===== config.mk =====
export PLATFORM = sky130hd
export DESIGN_NAME = mem_support
export DESIGN_NICKNAME = d
export VERILOG_FILES = /design/src/verilog/mem_support_pkg.sv /design/src/verilog/eeprom_bus_if.sv /design/src/verilog/mem_support.sv /design/src/verilog/eeprom_loader.sv
export VERILOG_INCLUDE_DIRS = /design/src /design/src/verilog
export SDC_FILE = /design/constraint.sdc
export NUM_CORES = 1
export LEC_CHECK = 0
export BUFFER_PORTS_ARGS = -buffer_cell sky130_fd_sc_hd__buf_4
export CORE_ASPECT_RATIO = 1.75
export CORE_MARGIN = 2
export CORE_UTILIZATION = 50
export DETAILED_ROUTE_END_ITERATION = 7
export GPL_ROUTABILITY_DRIVEN = 1
export PLACE_DENSITY_LB_ADDON = 0.05
export SLEW_MARGIN = 20
export SYNTH_ARGS = -nofsm -noshare
export SYNTH_HDL_FRONTEND = slang
export SYNTH_SLANG_ARGS = --single-unit

===== constraint.sdc =====
create_clock -name clk -period 3.7 [get_ports clk]
set_input_delay 0.185 -clock clk [delete_from_list [all_inputs] [get_ports clk]]
set_output_delay 0.185 -clock clk [all_outputs]
set_load 0.005 [all_outputs]

===== src/verilog/mem_support_defs.svh =====
// Constants of the memory support bus and strap loader
//
// Contract
// - Thin coax configured drives DC-DC enable high
// - Low data byte carries memory and PROM data
// - Reset loads configuration A from low data
// - Reset loads configuration B from high data
// - Reset loads configuration C from address pins
// - Reset release reads serial EEPROM into registers
// - Loaded EEPROM words appear in PROM space
// - After load, EEPROM lines revert to data
// - After reset drive word address bits 1-15
// - Byte-wide memory puts A0 on A13/A15
// - Read strobe fetches RAM data, captured internally
// - Write strobe while driving write data
// - Boot ROM select during boot PROM access
// - EEPROM load only when select input high
// - Low/high RAM selects per data byte
// - EEPROM select strobes EEPROM data onto bus
`ifndef MEM_SUPPORT_DEFS_SVH
`define MEM_SUPPORT_DEFS_SVH

// ----------------------------------------
// Timing
// ----------------------------------------
`define CLK_NS 50
`define MEM_STROBE_NS 200
`define MEM_STROBE_CYC ((`MEM_STROBE_NS + `CLK_NS - 1) / `CLK_NS)
`define EE_HALF_NS 500
`define EE_HALF_CYC ((`EE_HALF_NS + `CLK_NS - 1) / `CLK_NS)

// ----------------------------------------
// EEPROM read sequence
// ----------------------------------------
`define EE_WORDS 8
`define EE_CMD_BITS 9
`define EE_DATA_BITS 16
`define EE_READ_CMD 3'h6
`define EE_PIN_OE 8'h05

// ----------------------------------------
// Register offsets and fields
// ----------------------------------------
`define REG_CFG 8'h00
`define REG_ADDR 8'h04
`define REG_WDATA 8'h08
`define REG_CTRL 8'h0C
`define REG_STATUS 8'h10
`define REG_RDATA 8'h14
`define REG_PROM_BASE 8'h40
`define PROM_MASK 8'hE3
`define CTRL_RD 0
`define CTRL_WR 1
`define CTRL_ROM 2
`define CTRL_BYTE 3
`define CTRL_COMPAT 4
`define CFG_THIN_BIT 0
`define A0_COMPAT_IDX 4
`define A0_NATIVE_IDX 6
`define RESP_OKAY 2'h0
`define RESP_SLVERR 2'h2

`endif


===== src/verilog/mem_support_pkg.sv =====
// Types shared by the memory support bus modules
`default_nettype none
package mem_support_pkg;
    typedef enum logic [1:0] {
        MEM_IDLE = 2'h0,
        MEM_SETUP = 2'h1,
        MEM_STROBE = 2'h3,
        MEM_HOLD = 2'h2
    } mem_state_type;
    typedef enum logic [2:0] {
        EE_IDLE = 3'h0,
        EE_CMD = 3'h1,
        EE_DATA = 3'h3,
        EE_GAP = 3'h2,
        EE_DONE = 3'h6
    } ee_state_type;
endpackage
`default_nettype wire


===== src/verilog/eeprom_bus_if.sv =====
// Link between the bus controller and the EEPROM loader
`timescale 1ns/1ps
`default_nettype none
interface eeprom_bus_if;
    logic enable;
    logic si;
    logic [2:0] word_sel;
    logic done;
    logic sk;
    logic so;
    logic cs;
    logic [15:0] word;
    modport loader(input enable, si, word_sel, output done, sk, so, cs, word);
    modport owner(output enable, si, word_sel, input done, sk, so, cs, word);
endinterface
`default_nettype wire


===== src/verilog/mem_support.sv =====
// Memory support bus controller with strap capture and EEPROM load
`timescale 1ns/1ps
`default_nettype none
`include "mem_support_defs.svh"
module mem_support (
    input wire logic clk,
    input wire logic sys_rst,
    input wire logic [7:0] awaddr,
    input wire logic awvalid,
    output logic awready,
    input wire logic [31:0] wdata,
    input wire logic [3:0] wstrb,
    input wire logic wvalid,
    output logic wready,
    output logic [1:0] bresp,
    output logic bvalid,
    input wire logic bready,
    input wire logic [7:0] araddr,
    input wire logic arvalid,
    output logic arready,
    output logic [31:0] rdata,
    output logic [1:0] rresp,
    output logic rvalid,
    input wire logic rready,
    input wire logic [7:0] mem_data_low_in,
    output logic [7:0] mem_data_low_out,
    output logic [7:0] mem_data_low_oe,
    input wire logic [7:0] mem_data_high_in,
    output logic [7:0] mem_data_high_out,
    output logic [7:0] mem_data_high_oe,
    input wire logic [7:0] mem_addr_low_in,
    output logic [7:0] mem_addr_low_out,
    output logic [7:0] mem_addr_low_oe,
    output logic [6:0] mem_addr_high,
    output logic mem_read_strobe,
    output logic mem_write_strobe,
    output logic boot_rom_select,
    output logic ram_select_low,
    output logic ram_select_high,
    output logic eeprom_select,
    input wire logic serial_config_select,
    output logic coax_dcdc_enable_out
);
    // ----------------------------------------
    // Pin synchronisers and strap capture
    // ----------------------------------------
    logic [7:0] a_meta, a_sync, b_meta, b_sync, c_meta, c_sync;
    logic sel_meta, sel_sync;
    logic [7:0] cfg_a, cfg_b, cfg_c;

    // Not reset: they must keep sampling the straps during reset
    always_ff @(posedge clk) begin
        a_meta <= mem_data_low_in;
        a_sync <= a_meta;
        b_meta <= mem_data_high_in;
        b_sync <= b_meta;
        c_meta <= mem_addr_low_in;
        c_sync <= c_meta;
        sel_meta <= serial_config_select;
        sel_sync <= sel_meta;
    end

    // Last value seen before release is the strap setting
    always_ff @(posedge clk) begin
        if (sys_rst) begin
            cfg_a <= a_sync;
            cfg_b <= b_sync;
            cfg_c <= c_sync;
        end
    end

    always_ff @(posedge clk) begin
        if (sys_rst) begin
            coax_dcdc_enable_out <= 1'b0;
        end else begin
            coax_dcdc_enable_out <= cfg_a[`CFG_THIN_BIT];
        end
    end

    // ----------------------------------------
    // EEPROM loader
    // ----------------------------------------
    eeprom_bus_if ee ();
    logic loading;

    assign ee.enable = sel_sync;
    assign ee.si = a_sync[1];
    assign ee.word_sel = araddr[4:2];
    assign loading = !ee.done;

    eeprom_loader loader (
        .clk(clk),
        .sys_rst(sys_rst),
        .ee(ee.loader)
    );

    // ----------------------------------------
    // Register bus
    // ----------------------------------------
    logic aw_held, w_held, wr_fire, wr_ok, go;
    logic [7:0] aw_addr;
    logic [31:0] w_data, wmask;
    logic [3:0] w_strb;
    logic [15:0] addr, wr_data, mem_rdata;
    logic rom_sel, byte_mode, compat, is_wr;
    logic [31:0] next_rdata;
    logic rd_ok;
    mem_support_pkg::mem_state_type state;
    logic [2:0] cnt;
    logic [6:0] next_addr_high;

    assign awready = !aw_held;
    assign wready = !w_held;
    assign arready = !rvalid;
    assign wr_fire = aw_held && w_held && !bvalid;
    assign go = wr_fire && aw_addr == `REG_CTRL && w_strb[0] &&
                state == mem_support_pkg::MEM_IDLE && !loading &&
                (w_data[`CTRL_RD] || w_data[`CTRL_WR]);

    genvar i;
    for (i = 0; i < 4; i++) begin : g_lane
        assign wmask[8*i +: 8] = {8{w_strb[i]}};
    end

    always_comb begin
        case (aw_addr)
            `REG_CFG, `REG_ADDR, `REG_WDATA, `REG_CTRL,
            `REG_STATUS, `REG_RDATA: wr_ok = 1'b1;
            default: wr_ok = (aw_addr & `PROM_MASK) == `REG_PROM_BASE;
        endcase
    end

    always_ff @(posedge clk) begin
        if (sys_rst) begin
            aw_held <= 1'b0;
            w_held <= 1'b0;
            aw_addr <= 8'h00;
            w_data <= 32'h0000_0000;
            w_strb <= 4'h0;
            bvalid <= 1'b0;
            bresp <= `RESP_OKAY;
        end else begin
            if (awvalid && awready) begin
                aw_held <= 1'b1;
                aw_addr <= awaddr;
            end
            if (wvalid && wready) begin
                w_held <= 1'b1;
                w_data <= wdata;
                w_strb <= wstrb;
            end
            if (wr_fire) begin
                aw_held <= 1'b0;
                w_held <= 1'b0;
                bvalid <= 1'b1;
                bresp <= wr_ok ? `RESP_OKAY : `RESP_SLVERR;
            end else if (bvalid && bready) begin
                bvalid <= 1'b0;
            end
        end
    end

    // Address and data are frozen while a memory cycle runs
    always_ff @(posedge clk) begin
        if (sys_rst) begin
            addr <= 16'h0000;
            wr_data <= 16'h0000;
            rom_sel <= 1'b0;
            byte_mode <= 1'b0;
            compat <= 1'b0;
        end else if (wr_fire && state == mem_support_pkg::MEM_IDLE) begin
            if (aw_addr == `REG_ADDR) begin
                addr <= (addr & ~wmask[15:0]) | (w_data[15:0] & wmask[15:0]);
            end
            if (aw_addr == `REG_WDATA) begin
                wr_data <= (wr_data & ~wmask[15:0]) |
                           (w_data[15:0] & wmask[15:0]);
            end
            if (aw_addr == `REG_CTRL && w_strb[0]) begin
                rom_sel <= w_data[`CTRL_ROM];
                byte_mode <= w_data[`CTRL_BYTE];
                compat <= w_data[`CTRL_COMPAT];
            end
        end
    end

    always_comb begin
        next_rdata = 32'h0000_0000;
        rd_ok = 1'b1;
        case (araddr)
            `REG_CFG: next_rdata = {8'h00, cfg_c, cfg_b, cfg_a};
            `REG_ADDR: next_rdata = {16'h0000, addr};
            `REG_WDATA: next_rdata = {16'h0000, wr_data};
            `REG_CTRL: next_rdata = {27'h0, compat, byte_mode, rom_sel, 2'h0};
            `REG_STATUS: next_rdata = {29'h0, sel_sync, ee.done,
                                       state != mem_support_pkg::MEM_IDLE};
            `REG_RDATA: next_rdata = {16'h0000, mem_rdata};
            default: begin
                if ((araddr & `PROM_MASK) == `REG_PROM_BASE) begin
                    next_rdata = {16'h0000, ee.done ? ee.word : 16'h0000};
                end else begin
                    rd_ok = 1'b0;
                end
            end
        endcase
    end

    always_ff @(posedge clk) begin
        if (sys_rst) begin
            rvalid <= 1'b0;
            rdata <= 32'h0000_0000;
            rresp <= `RESP_OKAY;
        end else if (arvalid && arready) begin
            rvalid <= 1'b1;
            rdata <= next_rdata;
            rresp <= rd_ok ? `RESP_OKAY : `RESP_SLVERR;
        end else if (rvalid && rready) begin
            rvalid <= 1'b0;
        end
    end

    // ----------------------------------------
    // Memory cycle sequencer
    // ----------------------------------------
    always_ff @(posedge clk) begin
        if (sys_rst) begin
            state <= mem_support_pkg::MEM_IDLE;
            cnt <= 3'h0;
            is_wr <= 1'b0;
        end else begin
            case (state)
                mem_support_pkg::MEM_IDLE: begin
                    cnt <= 3'h0;
                    if (go) begin
                        is_wr <= w_data[`CTRL_WR];
                        state <= mem_support_pkg::MEM_SETUP;
                    end
                end
                mem_support_pkg::MEM_SETUP: begin
                    state <= mem_support_pkg::MEM_STROBE;
                end
                mem_support_pkg::MEM_STROBE: begin
                    if (cnt == 3'(`MEM_STROBE_CYC - 1)) begin
                        state <= mem_support_pkg::MEM_HOLD;
                    end else begin
                        cnt <= cnt + 3'h1;
                    end
                end
                mem_support_pkg::MEM_HOLD: begin
                    state <= mem_support_pkg::MEM_IDLE;
                end
                default: begin
                    state <= mem_support_pkg::MEM_IDLE;
                end
            endcase
        end
    end

    // Pins lag the state by one edge and the sampler by two more,
    // so HOLD still sees data taken inside the strobe
    always_ff @(posedge clk) begin
        if (sys_rst) begin
            mem_rdata <= 16'h0000;
        end else if (state == mem_support_pkg::MEM_HOLD && !is_wr) begin
            mem_rdata <= (byte_mode || rom_sel) ? {8'h00, a_sync}
                                                : {b_sync, a_sync};
        end
    end

    always_comb begin
        next_addr_high = addr[15:9];
        if (byte_mode) begin
            if (compat) begin
                next_addr_high[`A0_COMPAT_IDX] = addr[0];
            end else begin
                next_addr_high[`A0_NATIVE_IDX] = addr[0];
            end
        end
    end

    // ----------------------------------------
    // Pin drivers
    // ----------------------------------------
    logic active, wr_drive;
    assign active = state != mem_support_pkg::MEM_IDLE;
    assign wr_drive = active && is_wr;

    always_ff @(posedge clk) begin
        if (sys_rst) begin
            mem_data_low_out <= 8'h00;
            mem_data_low_oe <= 8'h00;
            mem_data_high_out <= 8'h00;
            mem_data_high_oe <= 8'h00;
            mem_addr_low_out <= 8'h00;
            mem_addr_low_oe <= 8'h00;
            mem_addr_high <= 7'h00;
            mem_read_strobe <= 1'b0;
            mem_write_strobe <= 1'b0;
            boot_rom_select <= 1'b0;
            ram_select_low <= 1'b0;
            ram_select_high <= 1'b0;
            eeprom_select <= 1'b0;
        end else begin
            if (loading) begin
                mem_data_low_out <= {5'h00, ee.sk, 1'b0, ee.so};
                mem_data_low_oe <= `EE_PIN_OE;
            end else begin
                mem_data_low_out <= wr_data[7:0];
                mem_data_low_oe <= {8{wr_drive}};
            end
            mem_data_high_out <= wr_data[15:8];
            mem_data_high_oe <= {8{wr_drive && !byte_mode && !rom_sel}};
            mem_addr_low_out <= addr[8:1];
            mem_addr_low_oe <= 8'hFF;
            mem_addr_high <= next_addr_high;
            mem_read_strobe <= state == mem_support_pkg::MEM_STROBE &&
                               !is_wr;
            mem_write_strobe <= state == mem_support_pkg::MEM_STROBE &&
                                is_wr;
            boot_rom_select <= active && rom_sel;
            ram_select_low <= active && !rom_sel;
            ram_select_high <= active && !rom_sel && !byte_mode;
            eeprom_select <= ee.cs;
        end
    end
endmodule
`default_nettype wire


===== src/verilog/eeprom_loader.sv =====
// Serial EEPROM reader that fills the station PROM image
`timescale 1ns/1ps
`default_nettype none
`include "mem_support_defs.svh"
module eeprom_loader (
    input wire logic clk,
    input wire logic sys_rst,
    eeprom_bus_if.loader ee
);
    mem_support_pkg::ee_state_type state;
    logic [4:0] half_cnt;
    logic phase;
    logic [4:0] bit_cnt;
    logic [2:0] word_idx;
    logic [15:0] shreg;
    logic [8:0] cmd;
    logic tick;
    logic bit_end;
    logic [15:0] rom [0:`EE_WORDS-1];

    assign cmd = {`EE_READ_CMD, 3'h0, word_idx};
    assign tick = half_cnt == 5'(`EE_HALF_CYC - 1);
    assign bit_end = tick && phase;
    assign ee.word = rom[ee.word_sel];

    // Shift clock divider, idle outside the read
    always_ff @(posedge clk) begin
        if (sys_rst || state == mem_support_pkg::EE_IDLE ||
            state == mem_support_pkg::EE_DONE) begin
            half_cnt <= 5'h00;
            phase <= 1'b0;
        end else if (tick) begin
            half_cnt <= 5'h00;
            phase <= !phase;
        end else begin
            half_cnt <= half_cnt + 5'h01;
        end
    end

    always_ff @(posedge clk) begin
        if (sys_rst) begin
            state <= mem_support_pkg::EE_IDLE;
            bit_cnt <= 5'h00;
            word_idx <= 3'h0;
            shreg <= 16'h0000;
        end else begin
            case (state)
                mem_support_pkg::EE_IDLE: begin
                    if (ee.enable) begin
                        state <= mem_support_pkg::EE_CMD;
                    end else begin
                        state <= mem_support_pkg::EE_DONE;
                    end
                end
                mem_support_pkg::EE_CMD: begin
                    if (bit_end) begin
                        if (bit_cnt == 5'(`EE_CMD_BITS - 1)) begin
                            bit_cnt <= 5'h00;
                            state <= mem_support_pkg::EE_DATA;
                        end else begin
                            bit_cnt <= bit_cnt + 5'h01;
                        end
                    end
                end
                mem_support_pkg::EE_DATA: begin
                    // Sampled late in the high half to cover access time
                    if (bit_end) begin
                        shreg <= {shreg[14:0], ee.si};
                        if (bit_cnt == 5'(`EE_DATA_BITS - 1)) begin
                            bit_cnt <= 5'h00;
                            state <= mem_support_pkg::EE_GAP;
                        end else begin
                            bit_cnt <= bit_cnt + 5'h01;
                        end
                    end
                end
                mem_support_pkg::EE_GAP: begin
                    if (bit_end) begin
                        if (word_idx == 3'(`EE_WORDS - 1)) begin
                            state <= mem_support_pkg::EE_DONE;
                        end else begin
                            word_idx <= word_idx + 3'h1;
                            state <= mem_support_pkg::EE_CMD;
                        end
                    end
                end
                mem_support_pkg::EE_DONE: begin
                    state <= mem_support_pkg::EE_DONE;
                end
                default: begin
                    state <= mem_support_pkg::EE_IDLE;
                end
            endcase
        end
    end

    always_ff @(posedge clk) begin
        if (state == mem_support_pkg::EE_DATA && bit_end &&
            bit_cnt == 5'(`EE_DATA_BITS - 1)) begin
            rom[word_idx] <= {shreg[14:0], ee.si};
        end
    end

    always_ff @(posedge clk) begin
        if (sys_rst) begin
            ee.cs <= 1'b0;
            ee.sk <= 1'b0;
            ee.so <= 1'b0;
            ee.done <= 1'b0;
        end else begin
            ee.cs <= state == mem_support_pkg::EE_CMD ||
                     state == mem_support_pkg::EE_DATA;
            ee.sk <= phase && (state == mem_support_pkg::EE_CMD ||
                               state == mem_support_pkg::EE_DATA);
            ee.so <= state == mem_support_pkg::EE_CMD &&
                     cmd[4'(`EE_CMD_BITS - 1) - bit_cnt[3:0]];
            ee.done <= state == mem_support_pkg::EE_DONE;
        end
    end
endmodule
`default_nettype wire


Yosys cells after proc, flatten, opt, wreduce, memory -nomap -nowiden
Memory sizes are Yosys's and may differ from the RTL's. Cells that the tools add are included.

$add $sub $neg: 5. Multiply operators: 0. Divide/modulo/power cells: 0. $lt $le $gt $ge: 1. Equality and inequality tests: 32. Shifts and indexed selects: 0. Mux-type cells: 42. Bitwise operators: 8. Reductions and logical operators: 65.

Operators by type and width (number): $pmux W24 S6 (1); $and A16 B16 Y16 (3); $mux W16 (3); $eq A8 B4 Y1 const B (4); $eq A8 B5 Y1 const B (4); $or A16 B16 Y16 (2); $mux W3 (10); $logic_and A1 B1 Y1 (28); $eq A5 B4 Y1 const B (5); $mux W5 (4); $eq A8 B3 Y1 const B (2); $logic_not A8 Y1 (2); $not A16 Y16 (1); $pmux W3 S5 (1); $mux W1 (14); $reduce_and A2 Y1 (7); $reduce_or A6 Y1 (2); $add A5 B1 Y5 const B (2); $ne A2 B1 Y1 const B (5); $pmux W5 S2 (1); $reduce_bool A2 Y1 (5); $eq A3 B2 Y1 const B (3); $logic_not A1 Y1 (8); $mux W2 (4); 19 further kinds (32).

Flip-flop bits (word level): 283. Latch bits: 0. Bits in writable memories: 128. Memory bits (read-only): 0. Output and inout port bits: 103. Word-level logic and storage cells: 210. Memories kept: 1.

Memories: loader.rom (depth 8, bits a word 16, read ports 1, clocked after Yosys merged registers in 0, write ports 1, line eeprom_loader.sv:19) `` logic [15:0] rom [0:`EE_WORDS-1]; ``.

Longest topological paths before layout
Depth after elaboration: 9. Gate-level depth with buffers: 7. Mapped depth without buffers: 7.

Cells and area by module
A second synthesis with hierarchy kept.

Cell total of the unflattened synthesis: 1151. Area, all modules: 14609.0 µm².

By module, submodules not included: mem_support (instances 1, cells each 761, area each 8047.7 µm²); eeprom_loader (instances 1, cells each 390, area each 6561.3 µm²).

Worst setup path before layout
OpenSTA, ideal clock, no wires.

Path kind: register to register. Start: register loader.half_cnt[0]. End: memory loader.rom[3][0] (enable). Setup time: 430 ps. Arrival time: 2946 ps. Slack: 324 ps. Cell stages (with the launch flop): 6. Path buffers: 1. Period minus slack after synthesis: 3376 ps. Cell sequence: dfxtp_1 ha_1 nor4bb_1 clkbuf_1 nand4_1 nor4_1.

Longest elaborated chain between the ends: 6.

RTL lines: start, declared (line eeprom_loader.sv:11) `logic [4:0] half_cnt;`; start signal, assigned (line eeprom_loader.sv:36) `half_cnt <= half_cnt + 5'h01;`; $eq A5 B4 Y1 (line eeprom_loader.sv:22) `` assign tick = half_cnt == 5'(`EE_HALF_CYC - 1); ``; $logic_and A1 B1 Y1 (line eeprom_loader.sv:23) `assign bit_end = tick && phase;`; $logic_and A1 B1 Y1 (2 in a row) (line eeprom_loader.sv:98) `if (state == mem_support_pkg::EE_DATA && bit_end &&`; $mux W1 (line eeprom_loader.sv:98); $mux W1 (not written as such) (line eeprom_loader.sv:100) `rom[word_idx] <= {shreg[14:0], ee.si};`; end, declared (line eeprom_loader.sv:19).

Every way passes these cells.

==> impl_metrics.xml <==
<?xml version="1.0" encoding="UTF-8"?>
<metrics>
  <group name="timing">
    <metric name="finalSetupViolCount" unit="">0</metric>
    <metric name="worst_clock_skew" unit="ns">0.0205</metric>
    <metric name="drv_slew" unit="">0</metric>
    <metric name="hold-worst-slack" unit="ns">0.0198</metric>
    <metric name="fmax" unit="MHz">390</metric>
    <metric name="number_of_endpoints_with_negative_hold_slack_in_the_final_report" unit="">0</metric>
    <metric name="max_slew.worst_pin.slew" unit="ns">1.06</metric>
    <metric name="rsz0062_at_grt" unit="">false</metric>
    <metric name="finalWorstPathRequiredPeriod" unit="ns">2.57</metric>
    <metric name="min_period_over_period" unit="%">69.4</metric>
    <metric name="totalNegativeSetupSlack" unit="ns">0</metric>
    <metric name="setup_ws" unit="ns">1.13</metric>
    <metric name="max-slew-margin-rel" unit="%">28.9</metric>
  </group>
  <group name="floorplan">
    <metric name="x_dimension_of_the_die" unit="um">132</metric>
    <metric name="fp.dieH" unit="um">228</metric>
    <metric name="design.core.area" unit="um2">28400</metric>
    <metric name="initial_util" unit="%">50.4</metric>
    <metric name="floorplan.die_area" unit="um2">30100</metric>
    <metric name="fp-row-count" unit="">82</metric>
    <metric name="ioPinCount" unit="">187</metric>
  </group>
  <group name="drt">
    <metric name="postRouteAntennaNets" unit="">0</metric>
    <metric name="avgRoutedWirePerCell" unit="um">18.2</metric>
    <metric name="drtIter0Drc" unit="">527</metric>
    <metric name="number_of_vias_in_the_routed_layout" unit="">8954</metric>
    <metric name="remaining_drc_errors" unit="">0</metric>
    <metric name="detail_route.first_pass.iterations" unit="">4</metric>
    <metric name="wirelength_routed" unit="um">31200</metric>
    <metric name="vias_per_cell" unit="">5.23</metric>
  </group>
  <group name="global_route">
    <metric name="grt-busiest-layer" unit="">met2</metric>
    <metric name="met3_usage" unit="%">3.27</metric>
    <metric name="grt_use_met1" unit="%">24.5</metric>
    <metric name="groute.usage.overall" unit="%">20.8</metric>
    <metric name="grt_antenna_before_repair" unit="">0</metric>
    <metric name="grt_max_degree" unit="">60</metric>
    <metric name="grt_overflow_total" unit="">0</metric>
    <metric name="grt_first_pass_wirelength" unit="um">49100</metric>
    <metric name="groute.layer.met2.usage" unit="%">38.5</metric>
    <metric name="grt_pass1_vias" unit="">8981</metric>
  </group>
  <group name="placement">
    <metric name="post-dp-hpwl" unit="um">20600</metric>
    <metric name="placed_cells_incl_taps" unit="">1589</metric>
    <metric name="preCtsSetupSlack" unit="ns">1.13</metric>
    <metric name="place.gp.congestion" unit="">0.754</metric>
    <metric name="port_buffers" unit="">158</metric>
  </group>
  <group name="synthesis">
    <metric name="synth_top_flop_cell" unit="">sky130_fd_sc_hd__dfxtp_1</metric>
    <metric name="synth.distinct_cells" unit="">58</metric>
    <metric name="async_reset_ff_share" unit="%">0</metric>
    <metric name="synthSimpleGateAreaFrac" unit="%">11.0</metric>
    <metric name="synth_area_leaders" unit="">sky130_fd_sc_hd__dfxtp_1 34%, sky130_fd_sc_hd__edfxtp_1 32%, sky130_fd_sc_hd__mux2i_1 6.3%</metric>
    <metric name="post_synth_inst_count" unit="">1114</metric>
    <metric name="post-synth-top-area-cell" unit="">sky130_fd_sc_hd__dfxtp_1</metric>
    <metric name="synth-adder-area-share" unit="%">1.05</metric>
    <metric name="synth_xor_area_share" unit="%">0.611</metric>
    <metric name="syn-cell-area" unit="um2">14300</metric>
    <metric name="synth-edff-count" unit="">152</metric>
    <metric name="synth.avg_cell_area" unit="um2">12.9</metric>
    <metric name="synth.yosys.seq_area_share" unit="%">65.5</metric>
    <metric name="ys_warn_count" unit="">0</metric>
    <metric name="synth.ff_latch_count" unit="">393</metric>
    <metric name="dominant_combinational_cell_family_by_area_after_synthesis" unit="">simple AND/OR/NAND/NOR gates</metric>
    <metric name="synth_compound_gate_area_share" unit="%">7.23</metric>
    <metric name="synthMuxAreaShare" unit="%">10.8</metric>
    <metric name="yosys.area.top_type_share" unit="%">33.7</metric>
  </group>
  <group name="min_path">
    <metric name="worst_hold_startpoint" unit="">sys_rst</metric>
    <metric name="timing.hold.worst_endpoint" unit="">rdata[21]</metric>
    <metric name="timing.hold.worst.class" unit="">in2reg</metric>
    <metric name="hold-path-cell-count" unit="">2</metric>
  </group>
  <group name="critical_path">
    <metric name="cp-start-kind" unit="">flop</metric>
    <metric name="crit_fanout" unit="">13</metric>
    <metric name="worst-endpoint-arrival" unit="ns">2.97</metric>
    <metric name="cp_data_required_time" unit="ns">4.10</metric>
    <metric name="worst-setup-path-type" unit="">reg2reg</metric>
    <metric name="critical_path.reg2reg.startpoint" unit="">state[0]</metric>
    <metric name="setup.worst_path.end_class" unit="">flop</metric>
    <metric name="timing.reg2reg.setup_slack" unit="ns">1.13</metric>
    <metric name="timing.critical_path.from" unit="">state[0]</metric>
    <metric name="reg2reg_depth" unit="">4</metric>
  </group>
  <group name="cts">
    <metric name="worstSkewPairLatency" unit="ns">0.53</metric>
    <metric name="clock_tree.root_cell" unit="">sky130_fd_sc_hd__clkbuf_16</metric>
    <metric name="cts_tree" unit="">yes</metric>
    <metric name="clkSinkCount" unit="">393</metric>
    <metric name="postCtsHoldBufs" unit="">56</metric>
    <metric name="maximum_buffer_depth_of_the_clock_tree" unit="">3</metric>
    <metric name="cts_buffers" unit="">37</metric>
    <metric name="number_of_instances_resized_during_post_cts_repair" unit="">0</metric>
    <metric name="cts.htree.levels" unit="">2</metric>
    <metric name="post-cts-setup-buffers" unit="">0</metric>
    <metric name="clk_pin_slew_worst_paths" unit="ns">0.06</metric>
  </group>
  <group name="finish">
    <metric name="area_delta_synth_final" unit="%">22.2</metric>
    <metric name="final-instance-count-excl-fill" unit="">1713</metric>
    <metric name="most-common-layout-cells" unit="">241 x sky130_fd_sc_hd__dfxtp_1, 180 x sky130_fd_sc_hd__buf_4, 152 x sky130_fd_sc_hd__edfxtp_1</metric>
    <metric name="finish.net_count" unit="">1402</metric>
    <metric name="fill_cells" unit="">2249</metric>
    <metric name="layout.cells.most_common" unit="">sky130_fd_sc_hd__dfxtp_1</metric>
    <metric name="drive_above_1_share" unit="%">21.3</metric>
    <metric name="insertedDiodeCount" unit="">0</metric>
  </group>
  <group name="power">
    <metric name="power" unit="mW">8.67</metric>
    <metric name="power.density" unit="nW/um2">496</metric>
    <metric name="p_leak" unit="nW">6.64</metric>
    <metric name="worst_ir_drop_vdd" unit="V">0.000292</metric>
  </group>
  <group name="job">
    <metric name="timing.max_cap.violations" unit="">0</metric>
  </group>
  <group name="outcome">
    <metric name="result_of_the_run" unit="">finished clean</metric>
  </group>
</metrics>
[worst max-delay path: stages, from the launching register on]
cell	delay (ns)
sky130_fd_sc_hd__dfxtp_1	0.44
sky130_fd_sc_hd__or4_1	0.82
sky130_fd_sc_hd__nor4_4	0.86
sky130_fd_sc_hd__mux2i_1	0.28
sky130_fd_sc_hd__nor2_1	0.05
[cells by family after synthesis]
group | after synthesis
xor+xnor | 10
flops | 393
mux | 119
compound gates | 159
buf+inv | 112
simple gates | 308
other cells | 1
fa+ha+maj | 12
[power by group]
part	internal [mW]	switching [mW]	leakage, nW
clock	2.04	1.58	0.578
combinational	0.213	0.219	2.67
sequential	4.56	0.0644	3.39
[state kept, by name, indices dropped and copies added (netlist names), 15 cells and up, named ones only]
register      count
w_data           16
loader.shreg     15
mem_rdata        16
loader.rom      128
rdata            24
[metrics by stage]
step / cell area (um2) / utilization, %
3_5_place_dp: 15800 / 55.5
5_1_grt: 17500 / 61.6
3_3_place_gp: 15800 / 55.5
6_report: 17500 / 61.6
2_1_floorplan: 14400 / -
4_1_cts: 17500 / 61.6
[worst max path at each step]
stage                                   end  slack (ns)  cells past startpoint
after floorplan            loader.rom[3][0]        0.32                      5
after global placement                 flop        1.12                      4
after detailed placement               flop        1.13                      4
after CTS                 loader.rom[1][11]        1.08                      7
after global routing      loader.rom[1][10]        0.93                      7
final                                  flop        1.13                      4
[Yosys cell counts (7+ instances only)]
library cell                  n
sky130_fd_sc_hd__mux4_2      28
sky130_fd_sc_hd__o2bb2ai_1   11
sky130_fd_sc_hd__o21ai_0     23
sky130_fd_sc_hd__edfxtp_1   152
sky130_fd_sc_hd__nand3_1     21
sky130_fd_sc_hd__ha_1        12
sky130_fd_sc_hd__a22oi_1     25
sky130_fd_sc_hd__nor2_1      99
sky130_fd_sc_hd__nor3b_1      7
sky130_fd_sc_hd__dfxtp_1    241
sky130_fd_sc_hd__a221oi_1    15
sky130_fd_sc_hd__nor2b_1     36
sky130_fd_sc_hd__nand2_1     78
sky130_fd_sc_hd__and2_1       7
sky130_fd_sc_hd__inv_1       18
sky130_fd_sc_hd__nor3_1      15
sky130_fd_sc_hd__buf_4       31
sky130_fd_sc_hd__clkbuf_1    53
sky130_fd_sc_hd__a21oi_1     57
sky130_fd_sc_hd__mux2i_1     90
[routing by layer]
metal | up-vias | wire, um
li1 | 4378 | -
met4 | 0 | 674
met2 | 205 | 16600
met1 | 4330 | 12700
met5 | - | 0
met3 | 41 | 1230
[final cells by class]
type                    count  area (um2)  area share (%)
flip-flops and latches    393        9390            53.6
multi-input cells         618        4460            25.5
repair buffers            238        1940            11.1
clock buffers              50        1070            6.11
well taps                 378         473            2.70
clock inverters            18         100           0.572
inverters                  18        67.6           0.386
(Power assumes the default switching activity.)
